$ cat config.mk
export PLATFORM = sky130hd
export DESIGN_NAME = readout_status_word
export DESIGN_NICKNAME = d
export VERILOG_FILES = /design/src/readout_status_pkg.sv /design/src/lane_serializer.sv /design/src/readout_status_word.sv
export SDC_FILE = /design/constraint.sdc
export NUM_CORES = 1
export LEC_CHECK = 0
export ABC_CLOCK_PERIOD_IN_PS = 6300
export BUFFER_PORTS_ARGS = -buffer_cell sky130_fd_sc_hd__buf_2
export CORE_UTILIZATION = 39
export CTS_BUF_LIST = sky130_fd_sc_hd__clkbuf_16
export DETAILED_ROUTE_END_ITERATION = 12
export SLEW_MARGIN = 20
export SYNTH_ARGS = -nofsm -noshare
export SYNTH_HDL_FRONTEND = slang
export SYNTH_SLANG_ARGS = --single-unit
$ cat constraint.sdc
create_clock -name ref_clk -period 6.3 [get_ports ref_clk]
set_input_delay 1.26 -clock ref_clk [delete_from_list [all_inputs] [get_ports ref_clk]]
set_output_delay 1.26 -clock ref_clk [all_outputs]
set_load 0.005 [all_outputs]
$ cat src/readout_status_pkg.sv
/*
 * Constants shared by the status-word readout block: word size, bit positions
 * of the status word, per-mode global-sample lengths and window limits.
 * Assumes nothing of its surroundings; imported by the design modules.
 */
package readout_status_pkg;

    // word framing
    localparam logic [3:0] WORD_BITS = 4'hC;
    localparam logic [3:0] LAST_BIT = 4'hB;
    localparam logic [11:0] STATUS_RESET = 12'h000;

    // bit positions inside the status word
    localparam int ST_SYNC = 0;
    localparam int ST_ROW_VALID = 1;
    localparam int ST_FRAME_VALID = 2;
    localparam int ST_STATS_VALID = 3;
    localparam int ST_BLACK_REF_VALID = 4;
    localparam int ST_LONG_EXP = 5;
    localparam int ST_SHORT_EXP = 6;
    localparam int ST_GLOBAL_SAMPLE = 7;
    localparam int ST_EXP_UNSAFE = 8;
    localparam int ST_FRAME_UNSAFE = 9;
    localparam int ST_ZERO_LO = 10;
    localparam int ST_ZERO_HI = 11;

    // global-sample length in words for each image mode
    localparam logic [15:0] GLOBAL_SAMPLE_PHASE_LEN_DEFAULT_10B = 16'h005A;
    localparam logic [15:0] GLOBAL_SAMPLE_PHASE_LEN_SHORT_10B = 16'h001E;
    localparam logic [15:0] GLOBAL_SAMPLE_PHASE_LEN_SMALL_10B = 16'h0078;
    localparam logic [15:0] GLOBAL_SAMPLE_PHASE_LEN_DEFAULT_12B = 16'h005A;
    localparam logic [15:0] GLOBAL_SAMPLE_PHASE_LEN_SHORT_12B = 16'h001E;
    localparam logic [15:0] GLOBAL_SAMPLE_PHASE_LEN_BINNING_12B = 16'h0056;

    // vertical window limits; array height value is arbitrary
    localparam logic [11:0] SMALL_WIN_HALF_ROWS = 12'h0C8;
    localparam logic [11:0] SMALL_WIN_ROWS = 12'h190;
    localparam logic [11:0] ARRAY_ROWS = 12'hC00;

    // binning neighbour pitch
    localparam logic [1:0] BIN_PITCH_MONO = 2'h1;
    localparam logic [1:0] BIN_PITCH_COLOUR = 2'h2;

    typedef enum logic [2:0] {
        mode_default_10b,
        mode_short_exp_10b,
        mode_small_window_10b,
        mode_default_12b,
        mode_short_exp_12b,
        mode_binning_12b
    } mode_type;

endpackage

$ cat src/lane_serializer.sv
/*
 * One output lane: loads a 12-bit word on the word strobe and shifts it out
 * LSB first, one bit per lane-clock edge.
 * Assumes bit_en and load come from the same ref_clk domain; load coincides
 * with the bit edge that starts a new word.
 */
`timescale 1ns/1ns
module lane_serializer (
    input wire logic ref_clk,
    input wire logic rst,
    input wire logic bit_en,
    input wire logic load,
    input wire logic [11:0] word,
    output logic lane
);
    import readout_status_pkg::*;

    logic [11:0] shift_r;

    // word load and bit shift, lsb first
    always_ff @(posedge ref_clk) begin
        if (rst) begin
            shift_r <= STATUS_RESET;
            lane <= 1'b0;
        end else if (load) begin
            lane <= word[0];
            shift_r <= {1'b0, word[11:1]};
        end else if (bit_en) begin
            lane <= shift_r[0];
            shift_r <= {1'b0, shift_r[11:1]};
        end
    end

endmodule

$ cat src/readout_status_word.sv
/*
 * Status-word generator of one readout side with a small exposure and readout
 * sequencer, image-mode settings and three serial lanes (status, first pixel,
 * black reference), all word-aligned.
 * Assumes lane_clk and exp_req come from outside and are synchronised here;
 * configuration inputs are static while a frame runs; pixel, black-reference
 * and statistics words are presented by the user and sampled at word_strobe.
 */
`timescale 1ns/1ns
module readout_status_word (
    input wire logic ref_clk,
    input wire logic rst,
    input wire logic lane_clk,
    input wire logic exp_req,
    input wire readout_status_pkg::mode_type image_mode,
    input wire logic colour_en,
    input wire logic safety_en,
    input wire logic lag_en,
    input wire logic [15:0] long_group_exposing_words,
    input wire logic [15:0] short_group_exposing_words,
    input wire logic [15:0] lag_words,
    input wire logic [15:0] overhead_words,
    input wire logic [15:0] row_words,
    input wire logic [15:0] gap_words,
    input wire logic [15:0] stats_words,
    input wire logic [11:0] num_rows,
    input wire logic [11:0] num_cols,
    input wire logic [11:0] pixel_word,
    input wire logic [11:0] black_ref_word,
    input wire logic [11:0] stats_word,
    output logic status_lane,
    output logic first_pixel_lane,
    output logic black_ref_lane,
    output logic word_strobe,
    output logic row_valid,
    output logic frame_valid,
    output logic stats_valid,
    output logic black_ref_valid,
    output logic long_group_exposing,
    output logic short_group_exposing,
    output logic global_sample_phase,
    output logic exposure_request_unsafe,
    output logic frame_request_unsafe,
    output logic exp_refused,
    output logic [11:0] read_rows,
    output logic [11:0] row_start,
    output logic [11:0] out_width,
    output logic [11:0] out_height,
    output logic [1:0] bin_pitch
);
    import readout_status_pkg::*;

    typedef enum logic [1:0] {EX_IDLE, EX_LAG, EX_EXPOSE} ex_state_type;
    typedef enum logic [2:0] {RD_IDLE, RD_GLOBAL_SAMPLE_PHASE, RD_OVER, RD_ROWS, RD_STATS} rd_state_type;

    logic lane_meta_r, lane_sync_r, lane_prev_r;
    logic req_meta_r, req_sync_r, req_prev_r;
    logic bit_en, word_en, req_rise;
    logic [3:0] bit_cnt_r;
    logic mode_short, mode_small, mode_bin, lag_on;
    logic [15:0] global_sample_phase_len;
    logic [11:0] rows_c, rows_eff;
    logic [15:0] row_words_eff, gap_eff, period_last, lag_eff, exp_eff, ovh_eff;
    ex_state_type ex_state_r;
    rd_state_type rd_state_r;
    logic [15:0] ex_cnt_r, rd_cnt_r, pos_r;
    logic [11:0] row_idx_r;
    logic req_pend_r, accept, take, rd_busy, rd_start;
    logic row_valid_c, frame_valid_c, obv_c;
    logic [11:0] status_word_c, status_word_r, pixel_word_c, black_word_c;

    ////////////////////////////////////////////////////////////////////////////
    // input synchronisers and edge detection

    // two flops per outside input, third flop for edges
    always_ff @(posedge ref_clk) begin
        if (rst) begin
            lane_meta_r <= 1'b0;
            lane_sync_r <= 1'b0;
            lane_prev_r <= 1'b0;
            req_meta_r <= 1'b0;
            req_sync_r <= 1'b0;
            req_prev_r <= 1'b0;
        end else begin
            lane_meta_r <= lane_clk;
            lane_sync_r <= lane_meta_r;
            lane_prev_r <= lane_sync_r;
            req_meta_r <= exp_req;
            req_sync_r <= req_meta_r;
            req_prev_r <= req_sync_r;
        end
    end

    // ddr lane clock: every edge carries one bit
    assign bit_en = lane_sync_r ^ lane_prev_r;
    assign req_rise = req_sync_r & ~req_prev_r;

    // bit position inside the current word
    always_ff @(posedge ref_clk) begin
        if (rst) begin
            bit_cnt_r <= LAST_BIT;
        end else if (bit_en) begin
            bit_cnt_r <= (bit_cnt_r == LAST_BIT) ? 4'h0 : bit_cnt_r + 4'h1;
        end
    end

    // all lanes load a new word on the same edge
    assign word_en = bit_en && (bit_cnt_r == LAST_BIT);
    assign word_strobe = word_en;

    ////////////////////////////////////////////////////////////////////////////
    // image-mode settings

    assign mode_short = (image_mode == mode_short_exp_10b) || (image_mode == mode_short_exp_12b);
    assign mode_small = (image_mode == mode_small_window_10b);
    assign mode_bin = (image_mode == mode_binning_12b);
    assign lag_on = lag_en || mode_short;

    // global-sample length per mode
    always_comb begin
        unique case (image_mode)
            mode_default_10b: global_sample_phase_len = GLOBAL_SAMPLE_PHASE_LEN_DEFAULT_10B;
            mode_short_exp_10b: global_sample_phase_len = GLOBAL_SAMPLE_PHASE_LEN_SHORT_10B;
            mode_small_window_10b: global_sample_phase_len = GLOBAL_SAMPLE_PHASE_LEN_SMALL_10B;
            mode_default_12b: global_sample_phase_len = GLOBAL_SAMPLE_PHASE_LEN_DEFAULT_12B;
            mode_short_exp_12b: global_sample_phase_len = GLOBAL_SAMPLE_PHASE_LEN_SHORT_12B;
            mode_binning_12b: global_sample_phase_len = GLOBAL_SAMPLE_PHASE_LEN_BINNING_12B;
            default: global_sample_phase_len = GLOBAL_SAMPLE_PHASE_LEN_DEFAULT_10B;
        endcase
    end

    // rows read out: clipped window or halved binned rows
    always_comb begin
        if (mode_small) begin
            rows_c = (num_rows > SMALL_WIN_ROWS) ? SMALL_WIN_ROWS : num_rows;
        end else if (mode_bin) begin
            rows_c = {1'b0, num_rows[11:1]};
        end else begin
            rows_c = num_rows;
        end
    end

    // geometry outputs registered for the user
    always_ff @(posedge ref_clk) begin
        if (rst) begin
            read_rows <= 12'h000;
            row_start <= 12'h000;
            out_width <= 12'h000;
            out_height <= 12'h000;
            bin_pitch <= 2'h0;
        end else begin
            read_rows <= rows_c;
            // centred window around the array middle
            row_start <= mode_small ? (ARRAY_ROWS >> 1) - {1'b0, rows_c[11:1]} : 12'h000;
            out_height <= rows_c;
            out_width <= mode_bin ? {1'b0, num_cols[11:1]} : num_cols;
            // same-colour neighbours are two apart in colour mode
            bin_pitch <= !mode_bin ? 2'h0 : (colour_en ? BIN_PITCH_COLOUR : BIN_PITCH_MONO);
        end
    end

    // zero settings are taken as one word or row
    assign rows_eff = (rows_c == 12'h000) ? 12'h001 : rows_c;
    assign row_words_eff = (row_words == 16'h0000) ? 16'h0001 : row_words;
    assign gap_eff = (gap_words == 16'h0000) ? 16'h0001 : gap_words;
    assign period_last = 16'(row_words_eff + gap_eff - 16'h0001);
    assign lag_eff = (lag_words == 16'h0000) ? 16'h0001 : lag_words;
    assign exp_eff = (long_group_exposing_words == 16'h0000) ? 16'h0001 : long_group_exposing_words;
    assign ovh_eff = (overhead_words == 16'h0000) ? 16'h0001 : overhead_words;

    ////////////////////////////////////////////////////////////////////////////
    // exposure request and exposure sequencer

    assign rd_busy = (rd_state_r != RD_IDLE);
    assign accept = (ex_state_r == EX_IDLE) && !(mode_short && rd_busy);
    assign take = word_en && (ex_state_r == EX_IDLE);
    assign rd_start = word_en && (ex_state_r == EX_EXPOSE) && (ex_cnt_r <= 16'h0001) && !rd_busy;

    // pending request; a new request beats the take
    always_ff @(posedge ref_clk) begin
        if (rst) begin
            req_pend_r <= 1'b0;
            exp_refused <= 1'b0;
        end else begin
            exp_refused <= req_rise && !accept;
            if (req_rise && accept) begin
                req_pend_r <= 1'b1;
            end else if (take) begin
                req_pend_r <= 1'b0;
            end
        end
    end

    // lag when lag_en is set or in short mode, then long-group integration ending into global sample
    always_ff @(posedge ref_clk) begin
        if (rst) begin
            ex_state_r <= EX_IDLE;
            ex_cnt_r <= 16'h0000;
        end else if (word_en) begin
            unique case (ex_state_r)
                EX_IDLE: begin
                    if (req_pend_r && lag_on) begin
                        ex_state_r <= EX_LAG;
                        ex_cnt_r <= lag_eff;
                    end else if (req_pend_r) begin
                        ex_state_r <= EX_EXPOSE;
                        ex_cnt_r <= exp_eff;
                    end
                end
                EX_LAG: begin
                    if (ex_cnt_r <= 16'h0001) begin
                        ex_state_r <= EX_EXPOSE;
                        ex_cnt_r <= exp_eff;
                    end else begin
                        ex_cnt_r <= ex_cnt_r - 16'h0001;
                    end
                end
                EX_EXPOSE: begin
                    // overlap: integration holds until the previous readout ends
                    if (ex_cnt_r > 16'h0001) begin
                        ex_cnt_r <= ex_cnt_r - 16'h0001;
                    end else if (!rd_busy) begin
                        ex_state_r <= EX_IDLE;
                    end
                end
            endcase
        end
    end

    ////////////////////////////////////////////////////////////////////////////
    // readout sequencer

    // global sample, overhead, rows with leading black row, statistics
    always_ff @(posedge ref_clk) begin
        if (rst) begin
            rd_state_r <= RD_IDLE;
            rd_cnt_r <= 16'h0000;
            row_idx_r <= 12'h000;
            pos_r <= 16'h0000;
        end else if (word_en) begin
            unique case (rd_state_r)
                RD_IDLE: begin
                    if (rd_start) begin
                        rd_state_r <= RD_GLOBAL_SAMPLE_PHASE;
                        rd_cnt_r <= 16'(global_sample_phase_len - 16'h0001);
                    end
                end
                RD_GLOBAL_SAMPLE_PHASE: begin
                    if (rd_cnt_r == 16'h0000) begin
                        rd_state_r <= RD_OVER;
                        rd_cnt_r <= 16'(ovh_eff - 16'h0001);
                    end else begin
                        rd_cnt_r <= rd_cnt_r - 16'h0001;
                    end
                end
                RD_OVER: begin
                    if (rd_cnt_r == 16'h0000) begin
                        rd_state_r <= RD_ROWS;
                        row_idx_r <= 12'h000;
                        pos_r <= 16'h0000;
                    end else begin
                        rd_cnt_r <= rd_cnt_r - 16'h0001;
                    end
                end
                RD_ROWS: begin
                    if (pos_r != period_last) begin
                        pos_r <= pos_r + 16'h0001;
                    end else if (row_idx_r != rows_eff) begin
                        pos_r <= 16'h0000;
                        row_idx_r <= row_idx_r + 12'h001;
                    end else begin
                        pos_r <= 16'h0000;
                        rd_state_r <= (stats_words == 16'h0000) ? RD_IDLE : RD_STATS;
                        rd_cnt_r <= 16'(stats_words - 16'h0001);
                    end
                end
                RD_STATS: begin
                    if (rd_cnt_r == 16'h0000) begin
                        rd_state_r <= RD_IDLE;
                    end else begin
                        rd_cnt_r <= rd_cnt_r - 16'h0001;
                    end
                end
            endcase
        end
    end

    ////////////////////////////////////////////////////////////////////////////
    // status word and lane words

    // period k carries pixels of row k and black data of row k+1
    assign row_valid_c = (rd_state_r == RD_ROWS) && (row_idx_r != 12'h000) && (pos_r < row_words_eff);
    assign obv_c = (rd_state_r == RD_ROWS) && (row_idx_r < rows_eff) && (pos_r < row_words_eff);
    assign frame_valid_c = (rd_state_r == RD_ROWS) && (row_idx_r != 12'h000)
        && ((row_idx_r < rows_eff) || (pos_r < row_words_eff));

    // assemble the next status word
    always_comb begin
        status_word_c = STATUS_RESET;
        status_word_c[ST_SYNC] = 1'b1;
        status_word_c[ST_ROW_VALID] = row_valid_c;
        status_word_c[ST_FRAME_VALID] = frame_valid_c;
        status_word_c[ST_STATS_VALID] = (rd_state_r == RD_STATS);
        status_word_c[ST_BLACK_REF_VALID] = obv_c;
        status_word_c[ST_LONG_EXP] = (ex_state_r == EX_EXPOSE);
        status_word_c[ST_SHORT_EXP] = (ex_state_r == EX_EXPOSE) && (ex_cnt_r <= short_group_exposing_words);
        status_word_c[ST_GLOBAL_SAMPLE] = (rd_state_r == RD_GLOBAL_SAMPLE_PHASE);
        status_word_c[ST_EXP_UNSAFE] = safety_en
            && ((ex_state_r != EX_IDLE) || req_pend_r || (mode_short && rd_busy));
        status_word_c[ST_FRAME_UNSAFE] = safety_en && rd_busy;
    end

    // statistics only on the first lane; black data only on its own lane
    assign pixel_word_c = (rd_state_r == RD_STATS) ? stats_word : (row_valid_c ? pixel_word : 12'h000);
    assign black_word_c = obv_c ? black_ref_word : 12'h000;

    // status word held for the flag outputs
    always_ff @(posedge ref_clk) begin
        if (rst) begin
            status_word_r <= STATUS_RESET;
        end else if (word_en) begin
            status_word_r <= status_word_c;
        end
    end

    assign row_valid = status_word_r[ST_ROW_VALID];
    assign frame_valid = status_word_r[ST_FRAME_VALID];
    assign stats_valid = status_word_r[ST_STATS_VALID];
    assign black_ref_valid = status_word_r[ST_BLACK_REF_VALID];
    assign long_group_exposing = status_word_r[ST_LONG_EXP];
    assign short_group_exposing = status_word_r[ST_SHORT_EXP];
    assign global_sample_phase = status_word_r[ST_GLOBAL_SAMPLE];
    assign exposure_request_unsafe = status_word_r[ST_EXP_UNSAFE];
    assign frame_request_unsafe = status_word_r[ST_FRAME_UNSAFE];

    // three word-aligned lanes
    lane_serializer status_ser (
        .ref_clk(ref_clk), .rst(rst), .bit_en(bit_en), .load(word_en),
        .word(status_word_c), .lane(status_lane)
    );
    lane_serializer pixel_ser (
        .ref_clk(ref_clk), .rst(rst), .bit_en(bit_en), .load(word_en),
        .word(pixel_word_c), .lane(first_pixel_lane)
    );
    lane_serializer black_ser (
        .ref_clk(ref_clk), .rst(rst), .bit_en(bit_en), .load(word_en),
        .word(black_word_c), .lane(black_ref_lane)
    );
endmodule

==> out/metrics.csv, run 1 <==
stage,metric,value,unit
clock_network,htree depth,4,
timing,Final Hold Fails,0,
power,Static Leak,0.00587,uW
worst_setup_path,Worst setup endpoint,rd_state_r[2],
synth,Synth top area share,28.6,%
timing,worst hold margin,450,ps
drt,Routed WL per cell,17.4,um
synth,"count leader, synth",dfxtp_1,
timing,unrepaired setup endpoints after global routing,false,
drt,First-pass DRT Iterations,6,
placed_design,pre-CTS WS,623,ps
final_layout,Multi-input gate area,7140,um2
worst_setup_path,CP Data Required Time,6650,ps
synth,Synth area leader,dfxtp_1,
die,die area,29000,um2
timing,final worst path period need,5290,ps
global_route,first-pass GRT wire length,54900,um
synth,mapped cell area,11100,um2
clock_network,CTS tree,done,
timing,Tcrit/Tclk final,84.0,%
synth,top_reg_cell synth,dfxtp_1,
placed_design,port buffer count,245,
synth,Netlist cell types,83,
drt,vias after detailed routing,11400,
worst_setup_path,CP Max Fanout,7,
power,Peak supply drop,0.000162,V
final_layout,Reg area,3160,um2
final_layout,Synth-to-Final Area Change,19.0,%
synth,Post-Syn Instances,1418,
worst_setup_path,critical path data arrival time,5640,ps
placed_design,hpwl dp,26600,um
timing,Max Fclk,0.189,GHz
die,starting density of the core,39.7,%
synth,"EDFF count, synth",0,
timing,fin. max-slew vios,0,
worst_setup_path,CP Launch Type,input pin,
worst_setup_path,Worst setup EP type,register,
drt,Final ANT Viol Nets,0,
drt,final wirelength,34800,um
global_route,GRT overflow,0,
synth,post-synth net total,1686,
global_route,antenna violations before repair,0,
drt,DRC Markers,0,
die,core area,27900,um2
worst_setup_path,Critical R2R Launch,rd_state_r[0],
synth,Synth async-reset ratio,0,%
synth,Avg Synthesized Cell Area,7.79,um2
final_layout,share of layout cells above drive strength 1,19.3,%
final_layout,Final nets,1885,
worst_setup_path,cells on worst reg2reg path,11,
global_route,largest net degree at the start of global routing,62,
final_layout,Filler cells,2816,
clock_network,CTS sink cnt,158,
timing,clock skew,20.7,ps
status,status,"complete, no violations",
die,die width,170,um
synth,"Seq/Total Area, Yosys",28.6,%
power,Power Density,205,nW/um2
clock_network,Post-CTS Setup Bufs,0,
synth,Synth Warn #,0,
timing,TNS Setup,0,ps
global_route,Global Route Usage Sum,23.7,%
worst_setup_path,crit path kind,in2reg,
timing,Worst slew margin,33.5,%
clock_network,Clock Pin Slew Worst Setup and Hold Paths,80,ps
worst_setup_path,reg-to-reg setup timing slack,2450,ps
clock_network,post-CTS sizing,0,
timing,Slew @ Worst Pin,997,ps
final_layout,Post-Route Utilization,47.2,%
clock_network,hold_buf cts,0,
placed_design,RePlAce Congestion,0.901,
clock_network,clock root cell,clkbuf_16,
die,Rows,61,
drt,Starting DRT DRC Count,908,
timing,final setup violating endpoints,0,
worst_setup_path,critical path launch point,gap_words[8],
clock_network,clock latency on the worst-skew pair,430,ps
synth,synthesized flop and latch total,158,
worst_setup_path,reg-to-reg critical path endpoint,rd_cnt_r[12],
worst_hold_path,Hold Path Class,reg2reg,
synth,synth top area cells,"dfxtp_1 (29%), ha_1 (9.6%), a21oi_1 (5.0%)",
synth,most frequent cells after synthesis,"dfxtp_1 (158), nand2_1 (133), nor2_1 (113)",
timing,Final Worst Setup Slack,1010,ps
die,Die Ht,170,um
final_layout,Diodes inserted,0,
clock_network,CTS Buf Count,17,
flow_run,total of max-cap violations,0,
clock_network,Max clock buf depth,2,
global_route,vias in the first global route,10400,
drt,Vias/cell,5.68,
die,num ports,246,
## metrics by stage
step / power [uW] / area, um2 / instances
final: 2700 / 13200 / 2008
after global routing: 2820 / 13200 / 2008
after CTS: 2710 / 13200 / 2008
after detailed placement: 1600 / 12500 / 1976
after global placement: 1590 / 12500 / 1976
after floorplan: 1410 / 11100 / 1418
## worst max-delay path, cell delays in order
cell and delay, ps:
buf_2 110, nor4_1 490, a41oi_1 200, ha_1 210
inv_1 50, ha_1 180, inv_1 60, fa_1 420
xor3_1 290, nand4_1 110, a2111oi_1 360, nand4_1 180
a2111oi_2 230, and4b_1 440, a31oi_1 310, or4_1 580
a21oi_1 150
## worst min path at each step
stage / startpoint / end / slack [ps] / cells after the start
final: lane_meta_r / lane_sync_r / 450 / 1
after global routing: status_word_r[5] / status_word_r[5] / 470 / 2
after CTS: lane_meta_r / lane_sync_r / 450 / 1
after detailed placement: lane_meta_r / lane_sync_r / 430 / 1
after global placement: lane_meta_r / lane_sync_r / 420 / 1
after floorplan: lane_meta_r / lane_sync_r / 410 / 1
## per-layer routing
metal	GRT usage [%]	share of wire, %	routed length [um]
met3	3.98	6.9	2420
met2	37.5	45	15500
met5	0	0	0
met4	6.27	1.5	512
met1	33.1	47	16400
## report_power, final
part,internal [uW],leakage [uW],switching (uW)
sequential,1020,0.00128,13.7
combinational,218,0.00428,325
clock,584,0.000308,532
total,1830,0.00587,870
## registers in the layout, indices dropped and copies added, names as in the netlist, 2 cells and up
| name | count |
|---|---|
| bin_pitch | 2 |
| bit_cnt_r | 4 |
| black_ser.shift_r | 11 |
| ex_cnt_r | 16 |
| ex_state_r | 2 |
| out_height | 12 |
| out_width | 12 |
| pixel_ser.shift_r | 11 |
| pos_r | 16 |
| rd_cnt_r | 16 |
| rd_state_r | 3 |
| row_idx_r | 12 |
| row_start | 12 |
| status_ser.shift_r | 9 |
| status_word_r | 9 |
## cells in the final DEF, fill, tap and decap left out, types with 12 or more instances in the layout
cell type,n
or3_1,12
ha_1,85
buf_2,244
nand2_1,133
dfxtp_1,158
nand4_1,25
o21ai_0,60
o211ai_1,16
xnor2_1,39
inv_1,104
o22ai_1,12
a21oi_1,110
a211oi_1,17
nor2b_1,18
a21o_1,37
a31oi_1,13
o2bb2ai_1,12
a22oi_1,16
clkbuf_16,17
a22o_1,12
buf_4,17
a221o_1,15
nor3_1,49
nor2_1,113
nor4_1,32
xor2_1,40
nand3_1,31
## logic make-up after synthesis
kind of cell | after synthesis | synth area share (%)
flip-flops | 158 | 28.6
multiplexers | 5 | 0.464
adder cells (fa/ha/maj) | 86 | 9.80
XOR/XNOR | 81 | 6.56
AND/OR/NAND/NOR | 489 | 22.1
AO/OA/AOI/OAI | 413 | 25.6
other | 1 | 0.0339
buffers and inverters | 185 | 6.85
## layout make-up
cell class | count | area share [%]
inverter | 104 | 2.97
multi-input combinational | 1075 | 54.3
clock inverter | 15 | 1.56
sequential | 158 | 24.1
tap | 378 | 3.60
clock buffer | 17 | 3.24
timing repair buffer | 261 | 10.3
No activity file was read; power rests on OpenSTA's default activity.
==> run 2: changes to the inputs <==
Settings changed: ABC_CLOCK_PERIOD_IN_PS 6300 to 4900.
Clock period 6.3 ns to 4.9 ns, I/O delays scaled along.
==> run 2 against run 1 <==
Effect of this change:
- routed wire length increased by 1.2%
- design area increased by 3.9%
- total power increased by 28%
- core utilization increased by 1.8 points
- sequential share of layout area decreased by 0.90 points
- clock power increased by 24%
- register-to-register slack got worse by 1200 ps
- combinational power increased by 37%
- die area unchanged
- first-iteration DRC count increased by 8.5%
- critical path type unchanged
==> out/metrics.csv, run 2 (synthesis results as in run 1) <==
stage,metric,value,unit
status,status,"complete, no violations",
drt,Final ANT Viol Nets,0,
timing,final setup violating endpoints,0,
clock_network,CTS sink cnt,158,
worst_setup_path,CP Launch Type,input pin,
final_layout,largest registers,"ex_cnt_r: 16 flops, pos_r: 16 flops, rd_cnt_r: 16 flops",
placed_design,RePlAce Congestion,0.915,
timing,clock skew,18.0,ps
clock_network,Post-CTS Setup Bufs,0,
clock_network,Max clock buf depth,2,
final_layout,Synth-to-Final Area Change,23.6,%
clock_network,hold_buf cts,0,
power,Peak supply drop,0.000210,V
global_route,vias in the first global route,10700,
clock_network,htree depth,4,
timing,TNS Setup,0,ps
worst_setup_path,crit path kind,in2reg,
die,Die Ht,170,um
clock_network,post-CTS sizing,0,
die,die width,170,um
final_layout,"commonest non-fill, non-tap cell in the layout",buf_2,
clock_network,clock latency on the worst-skew pair,440,ps
drt,DRC Markers,0,
clock_network,CTS Buf Count,17,
flow_run,total of max-cap violations,0,
worst_setup_path,Worst setup EP type,register,
placed_design,port buffer count,245,
timing,Tcrit/Tclk final,94.9,%
drt,Vias/cell,5.63,
timing,Final Hold Fails,0,
clock_network,clock root cell,clkbuf_16,
die,core area,27900,um2
global_route,first-pass GRT wire length,55800,um
placed_design,hpwl dp,27300,um
global_route,GRT overflow,0,
timing,Max Fclk,0.215,GHz
power,Power Density,253,nW/um2
worst_setup_path,critical path data arrival time,4990,ps
clock_network,CTS tree,done,
drt,vias after detailed routing,11700,
clock_network,Clock Pin Slew Worst Setup and Hold Paths,70,ps
final_layout,share of layout cells above drive strength 1,22.7,%
worst_setup_path,CP Data Required Time,5240,ps
drt,Starting DRT DRC Count,985,
die,Rows,61,
final_layout,Diodes inserted,0,
worst_setup_path,CP Max Fanout,8,
timing,Slew @ Worst Pin,951,ps
power,Static Leak,0.00619,uW
placed_design,Area after DPL,13000,um2
die,num ports,246,
timing,final worst path period need,4650,ps
global_route,largest net degree at the start of global routing,85,
timing,Worst slew margin,36.6,%
final_layout,Final Cell Area,13700,um2
drt,Routed WL per cell,17.0,um
final_layout,Final nets,1952,
die,die area,29000,um2
placed_design,pre-CTS WS,-263,ps
timing,worst hold margin,445,ps
global_route,Global Route Usage Sum,24.1,%
die,starting density of the core,39.7,%
final_layout,"commonest cells after routing, fill and taps aside","buf_2 (244), dfxtp_1 (158), nand2_1 (133)",
worst_hold_path,Hold Path Class,reg2reg,
global_route,antenna violations before repair,0,
timing,Final Worst Setup Slack,250,ps
timing,fin. max-slew vios,0,
drt,final wirelength,35300,um
drt,First-pass DRT Iterations,5,
[run 2: critical path, cell delays in order]
cell and delay (ps):
buf_2 110, nor4_2 300, buf_4 180, a41oi_1 140
ha_1 240, inv_1 50, ha_1 150, inv_1 60
fa_1 430, xor3_1 300, nand4_1 110, a2111oi_1 340
nand4_1 160, a2111oi_2 210, and4b_1 280, buf_4 140
nand2_4 70, or4_4 540, o31ai_1 200
[run 2: metrics by stage]
stage          utilization (%)  cells  power [uW]
2_1_floorplan                -   1418        1810
3_3_place_gp              46.7   2043        2090
3_5_place_dp              46.7   2043        2100
4_1_cts                   48.9   2075        3480
5_1_grt                   49.0   2075        3630
6_report                  49.0   2075        3460
[run 2: where the power goes]
part / internal (uW) / switching, uW
logic: 318 / 425
clock network: 699 / 687
registers: 1320 / 17.4
[run 2: layout make-up]
cell class	count	area, um2
Clock inverter	15	189
Fill cell	2780	14200
Timing Repair Buffer	328	1850
Inverter	104	390
Multi-Input combinational cell	1075	7170
Clock buffer	17	425
Tap cell	378	473
Sequential cell	158	3160
[run 2: path summary, 6_finish.rpt]
check	start	end	slack [ps]	depth (start not counted)
min	req_prev_r	req_pend_r	440	1
max	row_words[8]	row_idx_r[8]	250	19
min reg2reg	req_prev_r	req_pend_r	440	1
max reg2reg	ex_cnt_r[4]	ex_cnt_r[7]	1250	9
[run 2: routing by layer]
layer  part of all wire (%)  GRT usage, %
met4                    1.5          6.58
met5                      0             0
met2                     45          39.0
met3                    6.5          3.70
met1                     47          33.2
